File: src/skip_move_pkg.sv
package skip_move_pkg;

   // --------------------------------------------------------------
   // Instruction word layout (14-bit core word)
   // --------------------------------------------------------------
   localparam int INSTR_W = 14;
   localparam int DATA_W = 8;
   localparam int ADDR_W = 7;
   localparam int DEST_BIT = 7;
   localparam int OPC_HI = 13;
   localparam int OPC_LO = 8;
   localparam int LIT_OPC_LO = 10;

   // --------------------------------------------------------------
   // Opcodes
   // --------------------------------------------------------------
   localparam logic [5:0] OPC_DEC_SKIP = 6'h0B;
   localparam logic [5:0] OPC_INC_SKIP = 6'h0F;
   localparam logic [5:0] OPC_OR_REG = 6'h04;
   localparam logic [5:0] OPC_OR_IMM = 6'h38;
   localparam logic [3:0] OPC_LOAD_IMM = 4'hC;
   localparam logic [6:0] OPC_STORE_HI = 7'h01;

   // --------------------------------------------------------------
   // Reset values
   // --------------------------------------------------------------
   localparam logic [7:0] ACC_RESET = 8'h00;
   localparam logic [7:0] ADDR_RESET = 8'h00;

   typedef enum logic [2:0] {
      OP_NONE,
      OP_DEC_SKIP,
      OP_INC_SKIP,
      OP_OR_IMM,
      OP_LOAD_IMM,
      OP_OR_REG,
      OP_STORE
   } op_e;

endpackage

File: src/skip_move_exec.sv
// Function
// - Decrement-skip: register minus one to selected target; no flags.
// - Zero result replaces next instruction with idle cycle; two cycles.
// - Increment-skip: plus one to target; skip on zero; no flags.
// - OR immediate into accumulator; only nil flag updated.
// - Load immediate into accumulator; flags untouched.
// - OR accumulator with register into selected target; nil flag updated.
// - Store accumulator into addressed register; flags untouched.
`timescale 1ns/100ps
`default_nettype none

module skip_move_exec
   import skip_move_pkg::*;
#(
   parameter int DATA_WIDTH = DATA_W
) (
   input wire logic core_clk,
   input wire logic rst,
   input wire logic instr_valid,
   input wire logic [INSTR_W-1:0] instr_word,
   input wire logic [DATA_WIDTH-1:0] file_rd_data,
   output logic [ADDR_W-1:0] file_addr,
   output logic [DATA_WIDTH-1:0] file_wr_data,
   output logic file_wr_en,
   output logic [DATA_WIDTH-1:0] accumulator,
   output logic nil_flag_wr_en,
   output logic nil_flag_value,
   output logic skip_active,
   output logic handled
);

   // ------------------------------------------------------------
   // Decode
   // ------------------------------------------------------------
   op_e op;
   logic dest_reg;
   logic [DATA_WIDTH-1:0] imm;
   logic [ADDR_W-1:0] addr;

   always_comb begin
      op = OP_NONE;
      if (instr_word[OPC_HI:OPC_LO] == OPC_DEC_SKIP) begin
         op = OP_DEC_SKIP;
      end else if (instr_word[OPC_HI:OPC_LO] == OPC_INC_SKIP) begin
         op = OP_INC_SKIP;
      end else if (instr_word[OPC_HI:OPC_LO] == OPC_OR_REG) begin
         op = OP_OR_REG;
      end else if (instr_word[OPC_HI:OPC_LO] == OPC_OR_IMM) begin
         op = OP_OR_IMM;
      end else if (instr_word[OPC_HI:LIT_OPC_LO] == OPC_LOAD_IMM) begin
         // Don't-care bits 9:8 assumed zero by the generator
         op = OP_LOAD_IMM;
      end else if (instr_word[OPC_HI:DEST_BIT] == OPC_STORE_HI) begin
         op = OP_STORE;
      end
   end

   assign dest_reg = instr_word[DEST_BIT];
   assign imm = instr_word[DATA_WIDTH-1:0];
   assign addr = instr_word[ADDR_W-1:0];

   // ------------------------------------------------------------
   // Execute
   // ------------------------------------------------------------
   logic take;
   logic skip_op;
   logic writes_reg;
   logic writes_acc;
   logic [DATA_WIDTH-1:0] result;
   logic result_nil;
   logic [DATA_WIDTH-1:0] acc_r, acc_nxt;
   logic [DATA_WIDTH-1:0] wdata_r, wdata_nxt;
   logic [ADDR_W-1:0] addr_r, addr_nxt;
   logic wen_r, wen_nxt;
   logic zwe_r, zwe_nxt;
   logic zval_r, zval_nxt;
   logic skip_r, skip_nxt;
   logic hand_r, hand_nxt;

   // Slot under a pending skip is dropped and acts as an idle cycle
   assign take = instr_valid && !skip_r;
   assign skip_op = (op == OP_DEC_SKIP) || (op == OP_INC_SKIP);

   always_comb begin
      result = '0;
      case (op)
         OP_DEC_SKIP: begin
            result = file_rd_data - 1'b1;
         end
         OP_INC_SKIP: begin
            result = file_rd_data + 1'b1;
         end
         OP_OR_REG: begin
            result = acc_r | file_rd_data;
         end
         OP_OR_IMM: begin
            result = acc_r | imm;
         end
         OP_LOAD_IMM: begin
            result = imm;
         end
         OP_STORE: begin
            result = acc_r;
         end
         default: begin
            result = '0;
         end
      endcase
   end

   // Zero test on the full 8-bit result, so wrap-around counts as zero
   assign result_nil = (result == '0);

   always_comb begin
      writes_reg = 1'b0;
      writes_acc = 1'b0;
      case (op)
         OP_DEC_SKIP, OP_INC_SKIP, OP_OR_REG: begin
            writes_reg = dest_reg;
            writes_acc = !dest_reg;
         end
         OP_OR_IMM, OP_LOAD_IMM: begin
            writes_acc = 1'b1;
         end
         OP_STORE: begin
            writes_reg = 1'b1;
         end
         default: begin
            writes_reg = 1'b0;
            writes_acc = 1'b0;
         end
      endcase
   end

   // ------------------------------------------------------------
   // Accumulator
   // ------------------------------------------------------------
   always_comb begin
      acc_nxt = acc_r;
      if (take && writes_acc) begin
         acc_nxt = result;
      end
   end

   always_ff @(posedge core_clk or posedge rst) begin
      if (rst) begin
         acc_r <= ACC_RESET;
      end else begin
         acc_r <= acc_nxt;
      end
   end

   // ------------------------------------------------------------
   // Register file write port
   // ------------------------------------------------------------
   // Data holds after a write; address loads on every taken slot; only the enable pulses
   always_comb begin
      addr_nxt = addr_r;
      wdata_nxt = wdata_r;
      wen_nxt = 1'b0;
      if (take) begin
         addr_nxt = addr;
      end
      if (take && writes_reg) begin
         wdata_nxt = result;
         wen_nxt = 1'b1;
      end
   end

   always_ff @(posedge core_clk or posedge rst) begin
      if (rst) begin
         addr_r <= ADDR_RESET[ADDR_W-1:0];
         wdata_r <= ACC_RESET;
         wen_r <= 1'b0;
      end else begin
         addr_r <= addr_nxt;
         wdata_r <= wdata_nxt;
         wen_r <= wen_nxt;
      end
   end

   // ------------------------------------------------------------
   // Nil flag request
   // ------------------------------------------------------------
   // Only the two OR forms touch the flag; skips and moves leave it
   always_comb begin
      zwe_nxt = 1'b0;
      zval_nxt = zval_r;
      if (take && (op == OP_OR_REG || op == OP_OR_IMM)) begin
         zwe_nxt = 1'b1;
         zval_nxt = result_nil;
      end
   end

   always_ff @(posedge core_clk or posedge rst) begin
      if (rst) begin
         zwe_r <= 1'b0;
         zval_r <= 1'b0;
      end else begin
         zwe_r <= zwe_nxt;
         zval_r <= zval_nxt;
      end
   end

   // ------------------------------------------------------------
   // Skip and slot status
   // ------------------------------------------------------------
   // Pending skip waits for the next valid slot, however late it comes
   always_comb begin
      skip_nxt = skip_r;
      hand_nxt = 1'b0;
      if (instr_valid) begin
         skip_nxt = 1'b0;
      end
      if (take) begin
         hand_nxt = (op != OP_NONE);
         skip_nxt = skip_op && result_nil;
      end
   end

   always_ff @(posedge core_clk or posedge rst) begin
      if (rst) begin
         skip_r <= 1'b0;
         hand_r <= 1'b0;
      end else begin
         skip_r <= skip_nxt;
         hand_r <= hand_nxt;
      end
   end

   // ------------------------------------------------------------
   // Outputs
   // ------------------------------------------------------------
   assign file_addr = addr_r;
   assign file_wr_data = wdata_r;
   assign file_wr_en = wen_r;
   assign accumulator = acc_r;
   assign nil_flag_wr_en = zwe_r;
   assign nil_flag_value = zval_r;
   assign skip_active = skip_r;
   assign handled = hand_r;

endmodule

`default_nettype wire

File: config.mk
export PLATFORM = sky130hd
export DESIGN_NAME = skip_move_exec
export DESIGN_NICKNAME = d
export VERILOG_FILES = /design/src/skip_move_pkg.sv /design/src/skip_move_exec.sv
export SDC_FILE = /design/constraint.sdc
export NUM_CORES = 1
export LEC_CHECK = 0
export ABC_AREA = 0
export BUFFER_PORTS_ARGS = -buffer_cell sky130_fd_sc_hd__buf_2
export CORE_MARGIN = 10
export CORE_UTILIZATION = 50
export DETAILED_ROUTE_END_ITERATION = 16
export PLACE_DENSITY = 0.79
export SYNTH_ARGS = -nofsm -noshare
export SYNTH_HDL_FRONTEND = slang
export SYNTH_SLANG_ARGS = --single-unit
File: constraint.sdc
create_clock -name core_clk -period 2.2 [get_ports core_clk]
set_clock_uncertainty 0.1 [all_clocks]
set_input_delay 0.11 -clock core_clk [delete_from_list [all_inputs] [get_ports core_clk]]
set_output_delay 0.11 -clock core_clk [all_outputs]
set_load 0.02 [all_outputs]
==> results of run 1 <==
## critical path, cell delays in order
cell	delay [ns]
buf_2	0.11
nor2_2	0.13
and4_4	0.27
nand2_8	0.09
ha_1	0.30
or2_1	0.27
a21oi_1	0.15
a31oi_1	0.07
xnor2_1	0.16
o21ai_1	0.30
nand2b_1	0.15
o22ai_1	0.08
## cells by family (layout without fill, tap and decap cells)
group                    after synthesis  after routing  synth area share
buffers and inverters                 12             95            0.0294
adder cells (fa/ha/maj)                7              7            0.0589
flip-flops                            28             28             0.434
XOR/XNOR                               4              4            0.0217
AND/OR/NAND/NOR                       46             46             0.151
AO/OA/AOI/OAI                         48             48             0.215
multiplexers                          13             13            0.0906
## area by class of cell
class / instances / area, sq um
Multi-Input combinational cell: 118 / 948
Timing Repair Buffer: 85 / 531
Clock buffer: 4 / 36.3
Tap cell: 44 / 55.1
Inverter: 6 / 25.0
Fill cell: 219 / 782
Sequential cell: 28 / 701
## metal layers
layer	wire [um]	share of wire	vias to the layer above	GRT usage
met5	0	0	-	0
met4	62	0.012	0	0.0446
met3	255	0.051	8	0.0315
met2	2570	0.52	58	0.293
met1	2090	0.42	767	0.199
li1	-	-	755	-
## timing repair
item	in CTS	in global routing
setup buffers	0	2
hold buffers	9	0
cloned	0	0
gates resized for setup	2	5
pin swaps	0	4
endpoints found under the hold margin	36	0
setup endpoints to repair	1	6
## cells in the mapped netlist (all sizes together)
cell type / count / area [sq um]
nand2: 12 / 45.0
or2: 1 / 6.26
mux2: 13 / 146
xnor2: 4 / 35.0
and3: 3 / 20.0
fa: 1 / 20.0
buf: 2 / 10.0
o32ai: 2 / 25.0
a211o: 1 / 8.76
nor2b: 3 / 18.8
a31oi: 1 / 6.26
o22ai: 1 / 6.26
and2: 2 / 12.5
nand2b: 3 / 18.8
o211ai: 1 / 7.51
dfrtp: 28 / 701
and4: 1 / 8.76
a21oi: 13 / 65.1
o21ai: 11 / 55.1
nand3b: 2 / 15.0
nand4b: 1 / 8.76
nor3: 2 / 10.0
a221oi: 3 / 38.8
nand4: 2 / 12.5
a32o: 3 / 30.0
o31ai: 1 / 7.51
a2bb2oi: 2 / 17.5
a21o: 3 / 22.5
nor2: 12 / 47.6
clkbuf: 4 / 15.0
o31a: 1 / 8.76
inv: 6 / 22.5
o2bb2ai: 2 / 17.5
a22o: 2 / 17.5
and4b: 2 / 20.0
a211oi: 1 / 12.5
ha: 6 / 75.1
## path summary, 6_finish.rpt
check	to	slack, ns	depth (start not counted)
setup reg to reg	skip_active	0.56	5
hold reg to reg	file_wr_data[7]	0.42	1
hold / removal	accumulator[0]	0.15	4
max in group asynchronous	file_addr[1]	1.48	4
setup / recovery	nil_flag_value	0.12	12
min in group asynchronous	nil_flag_value	0.26	4
## report_power, final
| group | switching, mW | internal [mW] | leakage (nW) |
|---|---|---|---|
| clock network | 0.148 | 0.101 | 0.0210 |
| logic | 0.236 | 0.179 | 0.737 |
| registers | 0.0363 | 0.575 | 0.362 |
| total | 0.420 | 0.855 | 1.12 |
## sequential cells by signal (all words and copies together) (netlist names)
name	cells
accumulator	8
file_wr_data	8
file_addr	7
file_wr_en	1
handled	1
nil_flag_value	1
nil_flag_wr_en	1
skip_active	1
## cell usage in the layout (no fill, tap or decap), types with 3 or more instances in the layout
cell type,instances
ha_4,3
o21ai_1,11
a32o_1,3
a21o_1,3
nor2_1,10
nand2_1,11
nor2b_1,3
a21oi_1,11
dlygate4sd3_1,9
ha_1,3
clkbuf_4,3
xnor2_1,4
buf_2,52
buf_4,24
mux2_2,11
inv_1,5
dfrtp_1,28
==> flow_summary.json, run 1 <==
{
  "n_antenna_cell": 0,
  "clk_latency_ns": 0.32,
  "ant_nets": 0,
  "worst_pin_slew_ns": 0.444,
  "instances_no_fill": 285,
  "drtPass1Iterations": 4,
  "maxSlewViolCount": 0,
  "path_clk_slew_ns": 0.15,
  "synth_cells": 158,
  "finalPower_mw": 1.28,
  "grtUsageTotal": 0.166,
  "wl_um": 4980,
  "tns_ns": 0,
  "post-place-cells": 270,
  "clock_sinks": 28,
  "power_density_mw_per_mm2": 555,
  "hold_class": "primary input to flop",
  "cp_max_fo": 7,
  "die_height_um": 76.8,
  "synth_seq_cells": 28,
  "syn_avg_cell_area_sq_um": 10.2,
  "die_w_um": 76.8,
  "worst-endpoint-required_ns": 2.33,
  "dpl.hpwl_um": 3960,
  "port_buffers": 52,
  "drc": 0,
  "die_area_sq_mm": 0.00590,
  "post_drt_wl_per_cell_um": 17.5,
  "reg2reg_from": "accumulator[3]",
  "drive_gt1_frac": 0.452,
  "syn_nets": 190,
  "cts_made_buffers": 3,
  "cts_buffer_depth": 2,
  "worst_hold_startpoint": "file_rd_data[0]",
  "worst_slack_ns": 0.123,
  "crit_path_end_kind": "flop",
  "ioPinCount": 53,
  "hold_ws_ns": 0.148,
  "core_area_sq_mm": 0.00308,
  "status": "finished clean",
  "maxSlewHeadroom": 0.702,
  "placed_area_sq_mm": 0.00212,
  "netlist_area_sq_mm": 0.00162,
  "dr_total_vias": 1588,
  "tritoncts": "built",
  "avgViaCountPerCell": 5.57,
  "final_util": 0.746,
  "setup-violations-final": 0,
  "grt_pass1_wl_um": 8290,
  "dp_slack_ns": -0.389,
  "rsz0062_at_grt": "false",
  "peakVddDrop_uv": 554,
  "grt_max_degree": 29,
  "start_util": 0.525,
  "ys_seq_area_frac": 0.434,
  "startpoint_type": "primary input",
  "gp_congestion": 0.862,
  "ctsHtreeMaxLevel": 1,
  "finalCritPeriodShare": 0.944,
  "syn_to_final_growth_pct": 42.1,
  "cts-root-buf": "clkbuf_4",
  "p_leak_nw": 1.12,
  "max_freq_mhz": 481,
  "drt_first_iter_violations": 111,
  "arrival_ns": 2.20,
  "final_nets": 274,
  "crit_path_start": "instr_word[12]",
  "rows": 20,
  "maxCapViolCount": 0,
  "fin_crit_ns": 2.08,
  "hold_viol_final": 0,
  "yosysUniqueCellTypes": 43,
  "fin_area_sq_mm": 0.00230,
  "grt-ovfl-total": 0,
  "grt_pass1_vias": 1640,
  "yosysWarningCount": 0,
  "crit_type": "primary input to flop",
  "grt_antenna_before_repair": 0
}
Power figures use the tool's default switching activity.
==> inputs of run 2 (changes only) <==
--- a/config.mk
+++ b/config.mk
@@ -8,9 +8,9 @@
 export ABC_AREA = 0
 export BUFFER_PORTS_ARGS = -buffer_cell sky130_fd_sc_hd__buf_2
 export CORE_MARGIN = 10
-export CORE_UTILIZATION = 50
+export CORE_UTILIZATION = 54
 export DETAILED_ROUTE_END_ITERATION = 16
-export PLACE_DENSITY = 0.79
+export PLACE_DENSITY = 0.84
 export SYNTH_ARGS = -nofsm -noshare
 export SYNTH_HDL_FRONTEND = slang
 export SYNTH_SLANG_ARGS = --single-unit
==> constraint.sdc (replaced) <==
create_clock -name core_clk -period 2.4 [get_ports core_clk]
set_clock_uncertainty 0.1 [all_clocks]
set_input_delay 0.12 -clock core_clk [delete_from_list [all_inputs] [get_ports core_clk]]
set_output_delay 0.12 -clock core_clk [all_outputs]
set_load 0.02 [all_outputs]
==> flow_summary.json, run 2 (synthesized netlist as in run 1, its figures left out) <==
{
  "status": "finished clean",
  "grt_max_degree": 29,
  "fin_crit_ns": 2.27,
  "crit_type": "primary input to flop",
  "setup-violations-final": 0,
  "n_antenna_cell": 0,
  "placed_area_sq_mm": 0.00200,
  "path_clk_slew_ns": 0.16,
  "arrival_ns": 2.44,
  "p_leak_nw": 1.08,
  "post_drt_wl_per_cell_um": 18.8,
  "die_height_um": 74.7,
  "drc": 0,
  "worst_pin_slew_ns": 0.531,
  "maxSlewHeadroom": 0.643,
  "cts_buffer_depth": 2,
  "grtUsageTotal": 0.183,
  "crit_path_end_kind": "flop",
  "core_area_sq_mm": 0.00281,
  "die_area_sq_mm": 0.00558,
  "maxCapViolCount": 0,
  "dpl.hpwl_um": 3750,
  "regArea_sq_um": 701,
  "rows": 19,
  "grt-ovfl-total": 0,
  "die_w_um": 74.7,
  "power_density_mw_per_mm2": 575,
  "cts_made_buffers": 3,
  "maxSlewViolCount": 0,
  "ctsHtreeMaxLevel": 1,
  "grt_pass1_vias": 1699,
  "dr_total_vias": 1609,
  "tritoncts": "built",
  "startpoint_type": "primary input",
  "syn_to_final_growth_pct": 32.9,
  "gp_congestion": 0.878,
  "finalCritPeriodShare": 0.947,
  "post-place-cells": 250,
  "drtPass1Iterations": 4,
  "finalPower_mw": 1.24,
  "instances_no_fill": 263,
  "ant_nets": 0,
  "clock_sinks": 28,
  "layout_commonest_cell": "buf_2",
  "cp_max_fo": 7,
  "cts_setup_buffers": 0,
  "clk_latency_ns": 0.34,
  "drt_first_iter_violations": 295,
  "rsz0062_at_grt": "false",
  "final_cell_mix": "52 x buf_2, 28 x dfrtp_1, 15 x buf_4",
  "postCtsHoldBufs": 9,
  "cts_resized": 0,
  "grt_pass1_wl_um": 8020,
  "drive_gt1_frac": 0.384,
  "wl_um": 4950,
  "worst-endpoint-required_ns": 2.57,
  "multi_input_area_sq_um": 870,
  "grt_antenna_before_repair": 0,
  "cts-root-buf": "clkbuf_4",
  "hold_class": "primary input to flop",
  "worst_slack_ns": 0.128,
  "n_fill_cell": 209,
  "avgViaCountPerCell": 6.12,
  "final_nets": 265,
  "max_freq_mhz": 440,
  "ioPinCount": 53,
  "hold_viol_final": 0,
  "port_buffers": 52,
  "fin_area_sq_mm": 0.00215,
  "dp_slack_ns": -0.179,
  "start_util": 0.576,
  "peakVddDrop_uv": 479
}
-- run 2: cell types whose count changed in the layout (fill, tap and decap cells not counted), moves of 2 or more --
cell,before,now
ha_4,3,0
a21oi_1,11,13
ha_1,3,6
buf_4,24,15
a21oi_2,2,0
-- run 2: worst paths after layout --
kind,start,endpoint,slack (ns),cells past startpoint
max,instr_word[12],skip_active,0.13,13
min,file_rd_data[0],accumulator[0],0.12,4
max reg2reg,accumulator[3],skip_active,0.73,5
min reg2reg,file_addr[0],file_addr[0],0.42,1
max in group asynchronous,rst,file_addr[1],1.68,4
min in group asynchronous,rst,file_wr_data[5],0.26,4
-- run 2: cell type report --
class	instances	area share
multi-input combinational	118	0.405
sequential	28	0.326
clock buffer	3	0.0105
inverter	6	0.0105
clock inverter	1	0.0140
timing repair buffer	76	0.216
tap	31	0.0181
-- run 2: critical path, stage by stage --
cell and delay, ns:
buf_2 0.09, nor2_1 0.05, and4_1 0.22, nand2_2 0.16, inv_1 0.09, fa_1 0.40, nand2b_1 0.20, a21oi_1 0.20
o31ai_1 0.11, a32o_1 0.29, nor2_2 0.15, nand4b_1 0.16, o32ai_2 0.22
-- run 2: per-stage QoR --
step,util,setup TNS [ns],hold slack (ns)
4_1_cts,0.765,0,0.111
6_report,0.765,0,0.123
3_5_place_dp,0.715,-0.396,0.113
3_3_place_gp,0.715,-0.0185,0.0876
5_1_grt,0.765,0,0.130
2_1_floorplan,-,0,0.0854
-- run 2: where the power goes --
group	internal, mW	switching [mW]
clock	0.169	0.152
sequential	0.527	0.0328
combinational	0.147	0.207
total	0.843	0.392
-- run 2: per-layer routing --
| layer | up-vias | share of wire | GRT usage |
|---|---|---|---|
| met2 | 82 | 0.50 | 0.313 |
| met3 | 17 | 0.087 | 0.0381 |
| met1 | 774 | 0.40 | 0.219 |
| met4 | 0 | 0.021 | 0.0756 |
| li1 | 736 | - | - |
| met5 | - | 0 | 0 |
==> inputs of run 3 (changes only) <==
--- a/config.mk
+++ b/config.mk
@@ -8,9 +8,8 @@
 export ABC_AREA = 0
 export BUFFER_PORTS_ARGS = -buffer_cell sky130_fd_sc_hd__buf_2
 export CORE_MARGIN = 10
-export CORE_UTILIZATION = 54
+export CORE_UTILIZATION = 30
 export DETAILED_ROUTE_END_ITERATION = 16
-export PLACE_DENSITY = 0.84
 export SYNTH_ARGS = -nofsm -noshare
 export SYNTH_HDL_FRONTEND = slang
 export SYNTH_SLANG_ARGS = --single-unit
==> flow_summary.json, run 3 (synthesized netlist as in run 1, its figures left out) <==
{
  "port_buffers": 52,
  "power_frac_seq": 0.480,
  "regArea_sq_um": 701,
  "instances_no_fill": 302,
  "die_w_um": 93.4,
  "drtPass1Iterations": 4,
  "post-place-cells": 294,
  "maxCapViolCount": 0,
  "ctsHtreeMaxLevel": 1,
  "post_drt_wl_per_cell_um": 15.8,
  "fin_crit_ns": 2.22,
  "grt_max_degree": 29,
  "final_nets": 266,
  "dpl.hpwl_um": 3870,
  "wl_um": 4770,
  "worst_pin_slew_ns": 0.443,
  "cts_made_buffers": 3,
  "syn_to_final_growth_pct": 35.6,
  "combPwrFrac": 0.300,
  "rows": 26,
  "clk_latency_ns": 0.27,
  "switching_share": 0.326,
  "cp_max_fo": 7,
  "layout_commonest_cell": "buf_2",
  "hold_class": "primary input to flop",
  "worst-endpoint-required_ns": 2.49,
  "grt_pass1_vias": 1592,
  "tritoncts": "built",
  "gp_congestion": 0.834,
  "max_freq_mhz": 451,
  "dp_slack_ns": -0.135,
  "switchingPower_uw": 379,
  "p_leak_nw": 1.09,
  "die_height_um": 93.4,
  "peakVddDrop_uv": 292,
  "grt-ovfl-total": 0,
  "maxSlewHeadroom": 0.705,
  "multi_input_area_sq_um": 878,
  "cts_buffer_depth": 2,
  "worst_slack_ns": 0.185,
  "crit_type": "primary input to flop",
  "avgViaCountPerCell": 4.91,
  "drt_first_iter_violations": 54,
  "clock_sinks": 28,
  "ioPinCount": 53,
  "n_antenna_cell": 0,
  "drive_gt1_frac": 0.405,
  "final_cell_mix": "52 x buf_2, 28 x dfrtp_1, 20 x buf_4",
  "path_clk_slew_ns": 0.10,
  "core_area_sq_mm": 0.00517,
  "setup-violations-final": 0,
  "rsz0062_at_grt": "false",
  "die_area_sq_mm": 0.00872,
  "p_int_uw": 786,
  "crit_path_end_kind": "flop",
  "grt_antenna_before_repair": 0,
  "drc": 0,
  "dr_total_vias": 1484,
  "finalCritPeriodShare": 0.923,
  "ant_nets": 0,
  "cts-root-buf": "clkbuf_8",
  "startpoint_type": "primary input",
  "grt_pass1_wl_um": 8090,
  "n_fill_cell": 522,
  "status": "finished clean",
  "power_density_mw_per_mm2": 532,
  "tns_ns": 0,
  "clkPwrFrac": 0.220,
  "start_util": 0.312,
  "hold_viol_final": 0,
  "grtUsageTotal": 0.113,
  "arrival_ns": 2.30,
  "maxSlewViolCount": 0
}
[run 3: changes by cell type in the layout (fill, tap and decap cells not counted), sizes merged]
cell         before  now
bufinv            1    0
dlygate4sd3       9    5
buf              67   72
[run 3: repair_timing]
action | in CTS | in global routing
hold buffers | 4 | 1
buffers inserted | 0 | 0
setup endpoints to repair | 0 | 1
hold endpoints to repair | 31 | 1
resized for setup | 0 | 2
[run 3: per-layer routing]
metal	track usage	part of all wire
met5	0	0
met4	0.0193	0.0040
met3	0.0528	0.11
met2	0.171	0.43
met1	0.144	0.46
[run 3: final cells by class]
type,count,area share
Tap cell,70,0.0400
Multi-Input combinational cell,118,0.401
Timing Repair Buffer,77,0.210
Sequential cell,28,0.320
Clock buffer,3,0.0188
Inverter,6,0.0103
[run 3: power by group through the flow]
stage | Sequential (mW) | Clock (mW) | Combinational [mW]
finish | 0.559 | 0.257 | 0.350
global route | 0.567 | 0.284 | 0.388
CTS | 0.560 | 0.264 | 0.354
detailed placement | 0.569 | 0 | 0.348
global placement | 0.567 | 0 | 0.346
floorplan | 0.638 | 0 | 0.131
[run 3: path summary, 6_finish.rpt]
path | from | endpoint | slack (ns) | cells past startpoint
max | instr_word[12] | skip_active | 0.18 | 11
min | instr_word[6] | file_addr[6] | 0.002 | 2
max reg2reg | accumulator[3] | skip_active | 0.78 | 5
min reg2reg | file_addr[5] | file_addr[5] | 0.41 | 1
max in group asynchronous | rst | file_wr_data[4] | 1.58 | 4
min in group asynchronous | rst | file_wr_data[0] | 0.35 | 4
[run 3: worst max-delay path: stages]
cell,delay [ns]
buf_2,0.10
nor2_1,0.13
and4_1,0.28
nand2_4,0.10
ha_1,0.34
nand2b_1,0.16
a32o_1,0.27
a221oi_2,0.21
and3_1,0.22
nand4b_1,0.15
o32ai_2,0.21
[run 3: per-stage QoR]
step / area (sq um) / util / power, mW / hold WS [ns]
floorplan: 1620 / - / 0.769 / 0.0854
global placement: 2090 / 0.404 / 0.913 / 0.105
detailed placement: 2090 / 0.404 / 0.917 / 0.110
CTS: 2170 / 0.420 / 1.18 / 0.000987
global route: 2190 / 0.424 / 1.24 / 0.0120
finish: 2190 / 0.424 / 1.17 / 0.00170
